--- src/include/cmt_consts.svh ---
`ifndef CMT_CONSTS_SVH
`define CMT_CONSTS_SVH
// ----------------------------------------
// Primary register numbers
// ----------------------------------------
`define CMT_CRN_STATUS 4'h5
`define CMT_CRN_ADDR 4'h6
`define CMT_CRN_CACHE 4'h7
`define CMT_CRN_TLB 4'h8
`define CMT_CRN_CLOCK 4'h9
`define CMT_CRN_TLOCK 4'hA
`define CMT_CRN_PID 4'hD
// ----------------------------------------
// Minor register and secondary opcodes
// ----------------------------------------
`define CMT_CRM_0 4'h0
`define CMT_CRM_1 4'h1
`define CMT_CRM_2 4'h2
`define CMT_CRM_4 4'h4
`define CMT_CRM_5 4'h5
`define CMT_CRM_6 4'h6
`define CMT_CRM_7 4'h7
`define CMT_CRM_8 4'h8
`define CMT_CRM_A 4'hA
`define CMT_OP2_0 3'h0
`define CMT_OP2_1 3'h1
`define CMT_OP2_4 3'h4
`define CMT_OP2_5 3'h5
`define CMT_OP2_6 3'h6
// ----------------------------------------
// Field positions and reset values
// ----------------------------------------
`define CMT_FS_EXT 10
`define CMT_FS_DBG 9
`define CMT_PID_HI 31
`define CMT_PID_LO 25
`define CMT_LINE_LO 5
`define CMT_PID_RST 7'h00
`define CMT_LOCK_RST 1'h0
`define CMT_STAT_RST 11'h000
`define CMT_ADDR_RST 32'h00000000
`endif

--- src/include/cmt_pkg.sv ---
package cmt_pkg;
	typedef enum logic [4:0] {
		CMT_OP_NONE, CMT_OP_INV_ID_BTB, CMT_OP_INV_I_BTB, CMT_OP_INV_I_LINE,
		CMT_OP_INV_D, CMT_OP_INV_D_LINE, CMT_OP_CLEAN_D_LINE, CMT_OP_DRAIN,
		CMT_OP_INV_BTB, CMT_OP_ALLOC_LINE, CMT_OP_TLB_INV_ALL,
		CMT_OP_TLB_INV_I, CMT_OP_TLB_INV_D, CMT_OP_TLB_INV_I_ENT,
		CMT_OP_TLB_INV_D_ENT, CMT_OP_ILOCK_LINE, CMT_OP_IUNLOCK,
		CMT_OP_DUNLOCK, CMT_OP_ITLB_LOCK, CMT_OP_DTLB_LOCK,
		CMT_OP_ITLB_UNLOCK, CMT_OP_DTLB_UNLOCK
	} cmt_op_type;
	typedef enum logic [0:0] {CMT_ST_IDLE, CMT_ST_WAIT} cmt_state_type;
	typedef struct packed {
		logic valid;
		cmt_op_type op;
		logic [31:0] modified_virtual_address;
	} cmt_maint_type;
endpackage

--- src/design/cmt_ctrl.sv ---
`timescale 1ns/1ps
`default_nettype none
`include "cmt_consts.svh"
module cmt_ctrl
	import cmt_pkg::*;
(
	input wire logic i_clk,
	input wire logic i_reset_n,
	input wire logic i_cp_valid,
	input wire logic i_cp_write,
	input wire logic [3:0] i_cp_crn,
	input wire logic [3:0] i_cp_crm,
	input wire logic [2:0] i_cp_op2,
	input wire logic [31:0] i_cp_wdata,
	output logic o_cp_ready,
	output logic [31:0] o_cp_rdata,
	input wire logic i_abort_take,
	input wire logic i_abort_data,
	input wire logic i_abort_ext,
	input wire logic i_abort_dbg,
	input wire logic [3:0] i_abort_domain,
	input wire logic [3:0] i_abort_type,
	input wire logic [31:0] i_abort_mva,
	input wire logic [31:0] i_ifetch_va,
	input wire logic [31:0] i_data_va,
	output logic [31:0] o_ifetch_mva,
	output logic [31:0] o_data_mva,
	input wire logic i_mem_idle,
	input wire logic i_dc_resident,
	output logic [31:0] o_probe_mva,
	output cmt_maint_type o_maint,
	input wire logic i_clean_done,
	input wire logic i_clean_parity,
	output logic o_parity_fault,
	output logic o_dc_lock_mode
);
	// ----------------------------------------
	// Functions
	// ----------------------------------------
	function automatic logic [31:0] cmt_remap(input logic [31:0] va,
		input logic [6:0] process_remap_id);
		logic top_zero;
		top_zero = (va[`CMT_PID_HI:`CMT_PID_LO] == 7'h00);
		cmt_remap = top_zero ? (va | {process_remap_id, 25'h0000000}) : va;
	endfunction

	function automatic cmt_op_type cmt_decode(input logic [3:0] crn,
		input logic [3:0] minor_register_field, input logic [2:0] op2);
		cmt_op_type op;
		op = CMT_OP_NONE;
		case (crn)
			`CMT_CRN_CACHE: begin
				if (op2 == `CMT_OP2_0) begin
					if (minor_register_field == `CMT_CRM_7) op = CMT_OP_INV_ID_BTB;
					if (minor_register_field == `CMT_CRM_5) op = CMT_OP_INV_I_BTB;
					if (minor_register_field == `CMT_CRM_6) op = CMT_OP_INV_D;
				end
				if (op2 == `CMT_OP2_1) begin
					if (minor_register_field == `CMT_CRM_5) op = CMT_OP_INV_I_LINE;
					if (minor_register_field == `CMT_CRM_6) op = CMT_OP_INV_D_LINE;
					if (minor_register_field == `CMT_CRM_A) op = CMT_OP_CLEAN_D_LINE;
				end
				if (op2 == `CMT_OP2_4 && minor_register_field == `CMT_CRM_A)
					op = CMT_OP_DRAIN;
				if (op2 == `CMT_OP2_6 && minor_register_field == `CMT_CRM_5)
					op = CMT_OP_INV_BTB;
				if (op2 == `CMT_OP2_5 && minor_register_field == `CMT_CRM_2)
					op = CMT_OP_ALLOC_LINE;
			end
			`CMT_CRN_TLB: begin
				if (op2 == `CMT_OP2_0) begin
					if (minor_register_field == `CMT_CRM_7) op = CMT_OP_TLB_INV_ALL;
					if (minor_register_field == `CMT_CRM_5) op = CMT_OP_TLB_INV_I;
					if (minor_register_field == `CMT_CRM_6) op = CMT_OP_TLB_INV_D;
				end
				if (op2 == `CMT_OP2_1) begin
					if (minor_register_field == `CMT_CRM_5) op = CMT_OP_TLB_INV_I_ENT;
					if (minor_register_field == `CMT_CRM_6) op = CMT_OP_TLB_INV_D_ENT;
				end
			end
			`CMT_CRN_CLOCK: begin
				if (minor_register_field == `CMT_CRM_1 && op2 == `CMT_OP2_0)
					op = CMT_OP_ILOCK_LINE;
				if (minor_register_field == `CMT_CRM_1 && op2 == `CMT_OP2_1)
					op = CMT_OP_IUNLOCK;
				if (minor_register_field == `CMT_CRM_2 && op2 == `CMT_OP2_1)
					op = CMT_OP_DUNLOCK;
			end
			`CMT_CRN_TLOCK: begin
				if (op2 == `CMT_OP2_0) begin
					if (minor_register_field == `CMT_CRM_4) op = CMT_OP_ITLB_LOCK;
					if (minor_register_field == `CMT_CRM_8) op = CMT_OP_DTLB_LOCK;
				end
				if (op2 == `CMT_OP2_1) begin
					if (minor_register_field == `CMT_CRM_4) op = CMT_OP_ITLB_UNLOCK;
					if (minor_register_field == `CMT_CRM_8) op = CMT_OP_DTLB_UNLOCK;
				end
			end
			default: op = CMT_OP_NONE;
		endcase
		cmt_decode = op;
	endfunction

	// ----------------------------------------
	// Reset release
	// ----------------------------------------
	logic rst_meta_q;
	logic rst_n_q;
	always_ff @(posedge i_clk or negedge i_reset_n) begin
		if (!i_reset_n) begin
			rst_meta_q <= 1'b0;
			rst_n_q <= 1'b0;
		end else begin
			rst_meta_q <= 1'b1;
			rst_n_q <= rst_meta_q;
		end
	end

	// ----------------------------------------
	// Request decode
	// ----------------------------------------
	cmt_state_type state_q;
	cmt_state_type state_d;
	cmt_op_type dec_op;
	cmt_op_type held_op_q;
	logic [31:0] held_mva_q;
	logic taken;
	logic wr_taken;
	logic rd_taken;
	logic needs_wait;
	logic wait_done;
	logic alloc_skip;
	logic wr_status;
	logic wr_addr;
	logic wr_lock;
	logic wr_pid;
	logic sel_lock;
	logic [31:0] line_mva;
	logic [31:0] rd_mux;

	assign dec_op = cmt_decode(i_cp_crn, i_cp_crm, i_cp_op2);
	assign o_cp_ready = (state_q == CMT_ST_IDLE);
	assign taken = i_cp_valid && o_cp_ready;
	assign wr_taken = taken && i_cp_write;
	assign rd_taken = taken && !i_cp_write;
	assign needs_wait = (dec_op == CMT_OP_DRAIN) ||
		(dec_op == CMT_OP_ALLOC_LINE);
	assign wait_done = (state_q == CMT_ST_WAIT) && i_mem_idle;
	assign alloc_skip = (held_op_q == CMT_OP_ALLOC_LINE) &&
		i_dc_resident;
	assign sel_lock = (i_cp_crn == `CMT_CRN_CLOCK) &&
		(i_cp_crm == `CMT_CRM_2) && (i_cp_op2 == `CMT_OP2_0);
	assign wr_status = wr_taken && (i_cp_crn == `CMT_CRN_STATUS);
	assign wr_addr = wr_taken && (i_cp_crn == `CMT_CRN_ADDR);
	assign wr_lock = wr_taken && sel_lock;
	assign wr_pid = wr_taken && (i_cp_crn == `CMT_CRN_PID) &&
		(i_cp_crm == `CMT_CRM_0) && (i_cp_op2 == `CMT_OP2_0);
	assign line_mva = {i_cp_wdata[31:`CMT_LINE_LO], 5'h00};

	always_comb begin
		state_d = state_q;
		case (state_q)
			CMT_ST_IDLE: begin
				if (wr_taken && needs_wait) state_d = CMT_ST_WAIT;
			end
			CMT_ST_WAIT: begin
				if (i_mem_idle) state_d = CMT_ST_IDLE;
			end
			default: state_d = CMT_ST_IDLE;
		endcase
	end

	always_ff @(posedge i_clk or negedge rst_n_q) begin
		if (!rst_n_q) begin
			state_q <= CMT_ST_IDLE;
			held_op_q <= CMT_OP_NONE;
			held_mva_q <= 32'h00000000;
		end else begin
			state_q <= state_d;
			if (wr_taken && needs_wait) begin
				held_op_q <= dec_op;
				held_mva_q <= line_mva;
			end
		end
	end
	assign o_probe_mva = held_mva_q;

	// ----------------------------------------
	// Maintenance command output
	// ----------------------------------------
	// No enable or permission gating: commands run regardless.
	always_ff @(posedge i_clk or negedge rst_n_q) begin
		if (!rst_n_q) begin
			o_maint <= '0;
		end else if (wait_done) begin
			o_maint.valid <= !alloc_skip;
			o_maint.op <= held_op_q;
			o_maint.modified_virtual_address <= held_mva_q;
		end else begin
			o_maint.valid <= wr_taken && !needs_wait &&
				(dec_op != CMT_OP_NONE);
			o_maint.op <= wr_taken ? dec_op : CMT_OP_NONE;
			o_maint.modified_virtual_address <= i_cp_wdata;
		end
	end

	// ----------------------------------------
	// Parity fault from clean line only
	// ----------------------------------------
	logic clean_pend_q;
	always_ff @(posedge i_clk or negedge rst_n_q) begin
		if (!rst_n_q) begin
			clean_pend_q <= 1'b0;
			o_parity_fault <= 1'b0;
		end else begin
			if (o_maint.valid && o_maint.op == CMT_OP_CLEAN_D_LINE)
				clean_pend_q <= 1'b1;
			else if (i_clean_done)
				clean_pend_q <= 1'b0;
			o_parity_fault <= clean_pend_q && i_clean_done &&
				i_clean_parity;
		end
	end

	// ----------------------------------------
	// Registers
	// ----------------------------------------
	logic [10:0] status_q;
	logic [31:0] addr_q;
	logic [6:0] pid_q;
	logic lock_q;
	always_ff @(posedge i_clk or negedge rst_n_q) begin
		if (!rst_n_q) begin
			status_q <= `CMT_STAT_RST;
			addr_q <= `CMT_ADDR_RST;
			pid_q <= `CMT_PID_RST;
			lock_q <= `CMT_LOCK_RST;
		end else begin
			if (i_abort_take) begin
				status_q[`CMT_FS_EXT] <= i_abort_ext;
				status_q[`CMT_FS_DBG] <= i_abort_dbg;
				status_q[8] <= 1'b0;
				status_q[3:0] <= i_abort_type;
				if (i_abort_data) status_q[7:4] <= i_abort_domain;
			end else if (wr_status) begin
				status_q <= {i_cp_wdata[10:9], 1'b0, i_cp_wdata[7:0]};
			end
			if (i_abort_take && i_abort_data) addr_q <= i_abort_mva;
			else if (wr_addr) addr_q <= i_cp_wdata;
			if (wr_pid) pid_q <= i_cp_wdata[`CMT_PID_HI:`CMT_PID_LO];
			if (wr_lock) lock_q <= i_cp_wdata[0];
		end
	end
	assign o_dc_lock_mode = lock_q;

	// Command registers read as zero.
	assign rd_mux = (i_cp_crn == `CMT_CRN_STATUS) ? {21'h000000, status_q} :
		(i_cp_crn == `CMT_CRN_ADDR) ? addr_q :
		(i_cp_crn == `CMT_CRN_PID) ? {pid_q, 25'h0000000} :
		sel_lock ? {31'h00000000, lock_q} : 32'h00000000;

	always_ff @(posedge i_clk or negedge rst_n_q) begin
		if (!rst_n_q) begin
			o_cp_rdata <= 32'h00000000;
			o_ifetch_mva <= 32'h00000000;
			o_data_mva <= 32'h00000000;
		end else begin
			if (rd_taken) o_cp_rdata <= rd_mux;
			o_ifetch_mva <= cmt_remap(i_ifetch_va, pid_q);
			o_data_mva <= cmt_remap(i_data_va, pid_q);
		end
	end
endmodule
`default_nettype wire

--- config.mk ---
export PLATFORM = sky130hd
export DESIGN_NAME = cmt_ctrl
export DESIGN_NICKNAME = d
export VERILOG_FILES = /design/src/include/cmt_pkg.sv /design/src/design/cmt_ctrl.sv
export VERILOG_INCLUDE_DIRS = /design/src /design/src/include
export SDC_FILE = /design/constraint.sdc
export NUM_CORES = 1
export LEC_CHECK = 0
export ABC_AREA = 1
export BUFFER_PORTS_ARGS = -buffer_cell sky130_fd_sc_hd__buf_2
export CAP_MARGIN = 5
export CORE_MARGIN = 2
export CORE_UTILIZATION = 40
export CTS_CLUSTER_DIAMETER = 100
export DETAILED_ROUTE_END_ITERATION = 10
export HOLD_SLACK_MARGIN = 0.05
export PLACE_DENSITY_LB_ADDON = 0.3
export SLEW_MARGIN = 20
export SYNTH_ARGS = -nofsm -noshare
export SYNTH_HDL_FRONTEND = slang
export SYNTH_SLANG_ARGS = --single-unit
--- constraint.sdc ---
create_clock -name i_clk -period 8.6 [get_ports i_clk]
set_clock_uncertainty 0.1 [all_clocks]
set_input_delay 2.15 -clock i_clk [delete_from_list [all_inputs] [get_ports i_clk]]
set_output_delay 2.15 -clock i_clk [all_outputs]
set_load 0.01 [all_outputs]
# Word-level counts from Yosys, hierarchy flattened
# Index checks and enable logic that the tools add are counted.
[word_totals]
register_bits = 222
output_inout_bits = 169
inputBits = 159
word_cells = 130
[op_classes]
muxes = 46
reduce_logical = 39
bitwise = 3
eq_ne = 24
[op_table]
columns = ["op", "count"]
rows = [
  ["$mux 32", 7],
  ["$mux 5", 25],
  ["$or 32x32->32", 2],
  ["$mux 38", 1],
  ["$eq 4x3->1 const B", 7],
  ["$logic_and 1x1->1", 26],
  ["$eq 4x4->1 const B", 6],
  ["$mux 11", 2],
  ["$pmux 5 s4", 1],
  ["$logic_not 7->1", 2],
  ["$mux 4", 3],
  ["$eq 5x3->1 const B", 2],
  ["$eq 5x4->1 const B", 2],
  ["$eq 3x3->1 const B", 3],
  ["$mux 1", 6],
  ["$reduce_bool 2->1", 3],
  ["$reduce_bool 5->1", 1],
  ["$eq 4x1->1 const B", 1],
  ["$eq 4x2->1 const B", 1],
  ["$logic_not 4->1", 1],
  ["$eq 3x1->1 const B", 1],
  ["$logic_not 1->1", 3],
  ["$logic_not 3->1", 1],
  ["$ne 2x1->1 const B", 1],
  ["4 further kinds", 4],
]

# Longest topological paths before layout
[depth]
word_depth = 19
depth_mapped = 14
mapped_depth_nobuf = 13

# Worst setup path after synthesis
# OpenSTA, ideal clock, no wires.
[synth_timing]
kind = "input to register"
start = "in i_cp_op2[1]"
end = "reg held_mva_q[10] (netlist: o_probe_mva[10])"
setup_slack_ns = 5.014
path_buffers = 1
setup_time_ns = 0.117
arrival_ns = 3.369
required_time_ns = 8.383
cell_stages = 13
cell_sequence = "nor2_2 nand2_1 inv_2 nand3_2 inv_2 nor2_1 nand3_1 nand3_1 nand2_2 nand3_4 buf_6 nand2_1 nand2_1"
[synth_via]
elab_chain_cells = 13
word_cells_on_any_way = 35
cone_classes = "6 x eq/ne; 20 x mux; 9 x reduce/logical"
[synth_rtl]
columns = ["item", "line", "source"]
rows = [
  ["start: declaration", "cmt_ctrl.sv:13", "input wire logic [2:0] i_cp_op2,"],
  ["$logic_not 3->1 (no source line)", "--", ""],
  ["$mux 5", "cmt_ctrl.sv:53", "if (op2 == `CMT_OP2_0) begin"],
  ["$mux 5", "cmt_ctrl.sv:59", "if (minor_register_field == `CMT_CRM_5) op = CMT_OP_INV_I_LINE;"],
  ["$mux 5", "cmt_ctrl.sv:60", "if (minor_register_field == `CMT_CRM_6) op = CMT_OP_INV_D_LINE;"],
  ["$mux 5", "cmt_ctrl.sv:61", "if (minor_register_field == `CMT_CRM_A) op = CMT_OP_CLEAN_D_LINE;"],
  ["$mux 5", "cmt_ctrl.sv:58", "if (op2 == `CMT_OP2_1) begin"],
  ["$mux 5", "cmt_ctrl.sv:63", "if (op2 == `CMT_OP2_4 && minor_register_field == `CMT_CRM_A)"],
  ["$mux 5", "cmt_ctrl.sv:65", "if (op2 == `CMT_OP2_6 && minor_register_field == `CMT_CRM_5)"],
  ["$mux 5", "cmt_ctrl.sv:67", "if (op2 == `CMT_OP2_5 && minor_register_field == `CMT_CRM_2)"],
  ["$pmux 5 s4 *", "cmt_ctrl.sv:51", "case (crn)"],
  ["$eq 5x3->1 or $eq 5x4->1 (tied branches)", "cmt_ctrl.sv:146, cmt_ctrl.sv:147", ""],
  ["$logic_or 1x1->1 *", "cmt_ctrl.sv:146", "assign needs_wait = (dec_op == CMT_OP_DRAIN) ||"],
  ["$logic_and 1x1->1 *", "cmt_ctrl.sv:180", "if (wr_taken && needs_wait) begin"],
  ["end signal: assignment", "cmt_ctrl.sv:182", "held_mva_q <= line_mva;"],
  ["end: declaration", "cmt_ctrl.sv:126", "logic [31:0] held_mva_q;"],
]
# Every way passes the cells marked *; elsewhere a longest branch is shown, timed or not.
# A chain may end at the register's enable or synchronous reset.

# Worst setup path after layout
[layout_timing]
start = "in i_cp_write"
end = "reg o_cp_rdata[5]"
[layout_via]
elab_chain_cells = 2
[layout_rtl]
columns = ["item", "line", "source"]
rows = [
  ["start: declaration", "cmt_ctrl.sv:10", "input wire logic i_cp_write,"],
  ["$logic_not 1->1", "cmt_ctrl.sv:145", "assign rd_taken = taken && !i_cp_write;"],
  ["$logic_and 1x1->1", "cmt_ctrl.sv:145", ""],
  ["end signal: assignment", "cmt_ctrl.sv:268", "if (rd_taken) o_cp_rdata <= rd_mux;"],
  ["end: declaration", "cmt_ctrl.sv:16", "output logic [31:0] o_cp_rdata,"],
]
# Every way passes these cells.

==> results_dict.tcl <==
set metrics [dict create \
    gp_congestion 0.883 \
    synthTopCellsByCount "nand2_1 (281), dfrtp_1 (221), inv_1 (69)" \
    drtAntennaViolNets 0 \
    drv_slew 0 \
    finalSetupTns_ns 0 \
    htreeDepth 1 \
    cts_buffer_depth 3 \
    yosys.area.top_type "dfrtp_1" \
    synthFlopType "dfrtp_1" \
    dp_slack_ns 3.50 \
    finalNetCount 1397 \
    hold_violations 0 \
    yosysMostFrequentCell "nand2_1" \
    clock_power_share_pct 46.5 \
    peakVddDrop_uv 118 \
    io_pins 328 \
    startpoint "i_cp_write" \
    tightest_slew_ns 0.980 \
    synth_area_leaders "dfrtp_1 (63%), nand2_1 (12%), inv_1 (2.9%)" \
    end_kind "flip-flop" \
    place.port_buffers 322 \
    power_density_nw_per_um2 217 \
    crit_end "o_cp_rdata[5]" \
    num_rows 54 \
    period_minus_slack_ns 4.57 \
    synth_cell_type_count 35 \
    initial_core_util_pct 40.5 \
    synth_enable_flop_cells 0 \
    r2r-end "o_cp_rdata[5]" \
    combPwrFrac_pct 8.5 \
    core_area_um2 21800 \
    syn_area_per_cell_um2 9.53 \
    drtIter0Drc 547 \
    max-slew-margin-rel_pct 34.2 \
    netlist_area_um2 8820 \
    hp-class "flip-flop to flip-flop" \
    drc_errors 0 \
    swShare_pct 23.2 \
    power_mw 2.50 \
    numClockSinks 221 \
    wl_per_cell_um 17.3 \
    grt.total_usage_pct 22.0 \
    cts_made_buffers 25 \
    grt_pass1_vias 7337 \
    seqPwrFrac_pct 45.0 \
    final_util_pct 53.1 \
    n_fill_cell 2056 \
    p_sw_mw 0.581 \
    syn_inst 925 \
    seq_area_um2 5530 \
    drv_cap 0 \
    antenna_found_initial 1 \
    internal_power_mw 1.92 \
    status "finished clean" \
    async_flop_share_pct 100 \
    start_kind "primary input" \
    r2r-start "state_q" \
    final.setup.worst_slack_ns 4.03 \
    cts_setup_buffers 0 \
    cts_root_buf "clkbuf_16" \
    ys_ff_latch 221 \
    routed_wl_um 26500 \
    hold_slack_ns 0.252 \
    setup_violations 0 \
    area_growth_pct 31.0 \
    grt_pass1_wl_um 41000 \
    p_leak_nw 6.16 \
    die_width_um 152 \
    viasPerCell 4.95 \
    path_clk_slew_ns 0.06 \
    rrSetupSlack_ns 5.21 \
    multi_input_area_um2 2790 \
    firstDrtPassIters 4 \
    rsz0062_at_grt "false" \
    reg2reg_depth 6 \
    synth-seq-area-share_pct 62.7 \
    drive_gt1_share_pct 31.4 \
    crit_type "primary input to flip-flop" \
    post-route-period-util_pct 53.2 \
    synth_top_area_share_pct 62.7 \
    max_clock_freq_mhz 219 \
    yosys_warnings 0 \
    place.detailed.hpwl_um 19300 \
    dieHeight_um 152 \
    cts_hold_buffers 0 \
    cp.arrival_ns 4.89 \
    die_area_um2 23300 \
    via_count 7604 \
    cp_max_fo 35 \
    critical_path_required_ns 8.92 \
    cts_tree "yes" \
    post_cts_resized 0 \
    insertion_delay_ns 0.51 \
    grt_remaining_overflow 0 \
    grt_max_degree 85 \
]
[critical path: stages]
cell and delay, ns:
buf_2 0.11, nor3_2 0.14, buf_4 0.22, clkinv_1 0.79, nor2_2 0.91, inv_1 0.32, o211ai_1 0.24
[state kept, by name, indices dropped and copies added, names as in the netlist, 5 cells and up]
register and count:
addr_q 32, held_op_q 5, o_cp_rdata 32, o_data_mva 32
o_ifetch_mva 32, o_maint 38, o_probe_mva 27, pid_q 7
status_q 10
[power groups by stage]
stage,Combinational [mW],Clock [mW],Sequential [mW]
after floorplan,0.0825,0,1.17
after CTS,0.213,1.19,1.13
final,0.212,1.16,1.13
after global routing,0.235,1.23,1.13
after detailed placement,0.212,0,1.14
after global placement,0.209,0,1.14
[worst min-delay path by stage]
stage	startpoint	end	slack (ns)	cells after the start
2_1_floorplan	rst_meta_q	rst_n_q	0.23	0
3_3_place_gp	rst_meta_q	rst_n_q	0.24	0
3_5_place_dp	rst_meta_q	rst_n_q	0.24	0
4_1_cts	rst_meta_q	rst_n_q	0.26	0
5_1_grt	rst_meta_q	rst_n_q	0.27	0
6_report	rst_meta_q	rst_n_q	0.25	0
[logic make-up after synthesis]
family	after synthesis	synth area share [%]
buffers and inverters	124	5.99
DFF	221	62.7
AOI/OAI and AO/OA	136	10.0
other	2	0.0852
and+or+nand+nor	442	21.2
[metal layers]
layer  routed length [µm]  track usage (%)  part of all wire, %
met5                    0                0                    0
met4                  697             6.35                  2.6
met3                 1630             4.07                  6.1
met2                13000             37.2                   49
met1                11200             29.1                   42
[final cells by class]
type	instances	share of cell area [%]
Clock buffer	35	6.35
Antenna cell	1	0.0217
Multi-Input combinational cell	584	24.2
Timing Repair Buffer	329	14.4
Tap cell	280	3.03
Sequential cell	221	47.9
Inverter	77	2.50
Clock inverter	10	1.58
[placed cells by master, fill, tap and decap left out, types with 2 or more instances in the layout]
cell,netlist,layout
clkbuf_8,0,7
nand3_1,47,47
clkbuf_16,0,25
o21bai_1,8,8
nor4_1,2,2
conb_1,2,6
o22ai_1,10,10
nor2_2,6,6
inv_1,69,69
o211ai_1,29,29
a31oi_1,20,20
bufinv_16,0,5
buf_2,8,322
nor3_2,2,3
o21ai_0,48,48
clkinv_2,0,3
nor2_1,60,60
dfrtp_1,221,220
nand2_1,281,280
a22o_1,12,12
inv_6,0,2
nand2_2,1,2
a21oi_1,4,4
inv_2,7,7
clkbuf_1,26,3
buf_4,8,6
nand4_1,34,34
and3_1,2,2
nor3_1,4,3
[stage by stage]
| stage | instance area, µm² | cells |
|---|---|---|
| 2_1_floorplan | 8830 | 929 |
| 3_3_place_gp | 10600 | 1491 |
| 3_5_place_dp | 10600 | 1491 |
| 4_1_cts | 11500 | 1536 |
| 5_1_grt | 11600 | 1537 |
| 6_report | 11600 | 1537 |
(Power assumes the default switching activity.)
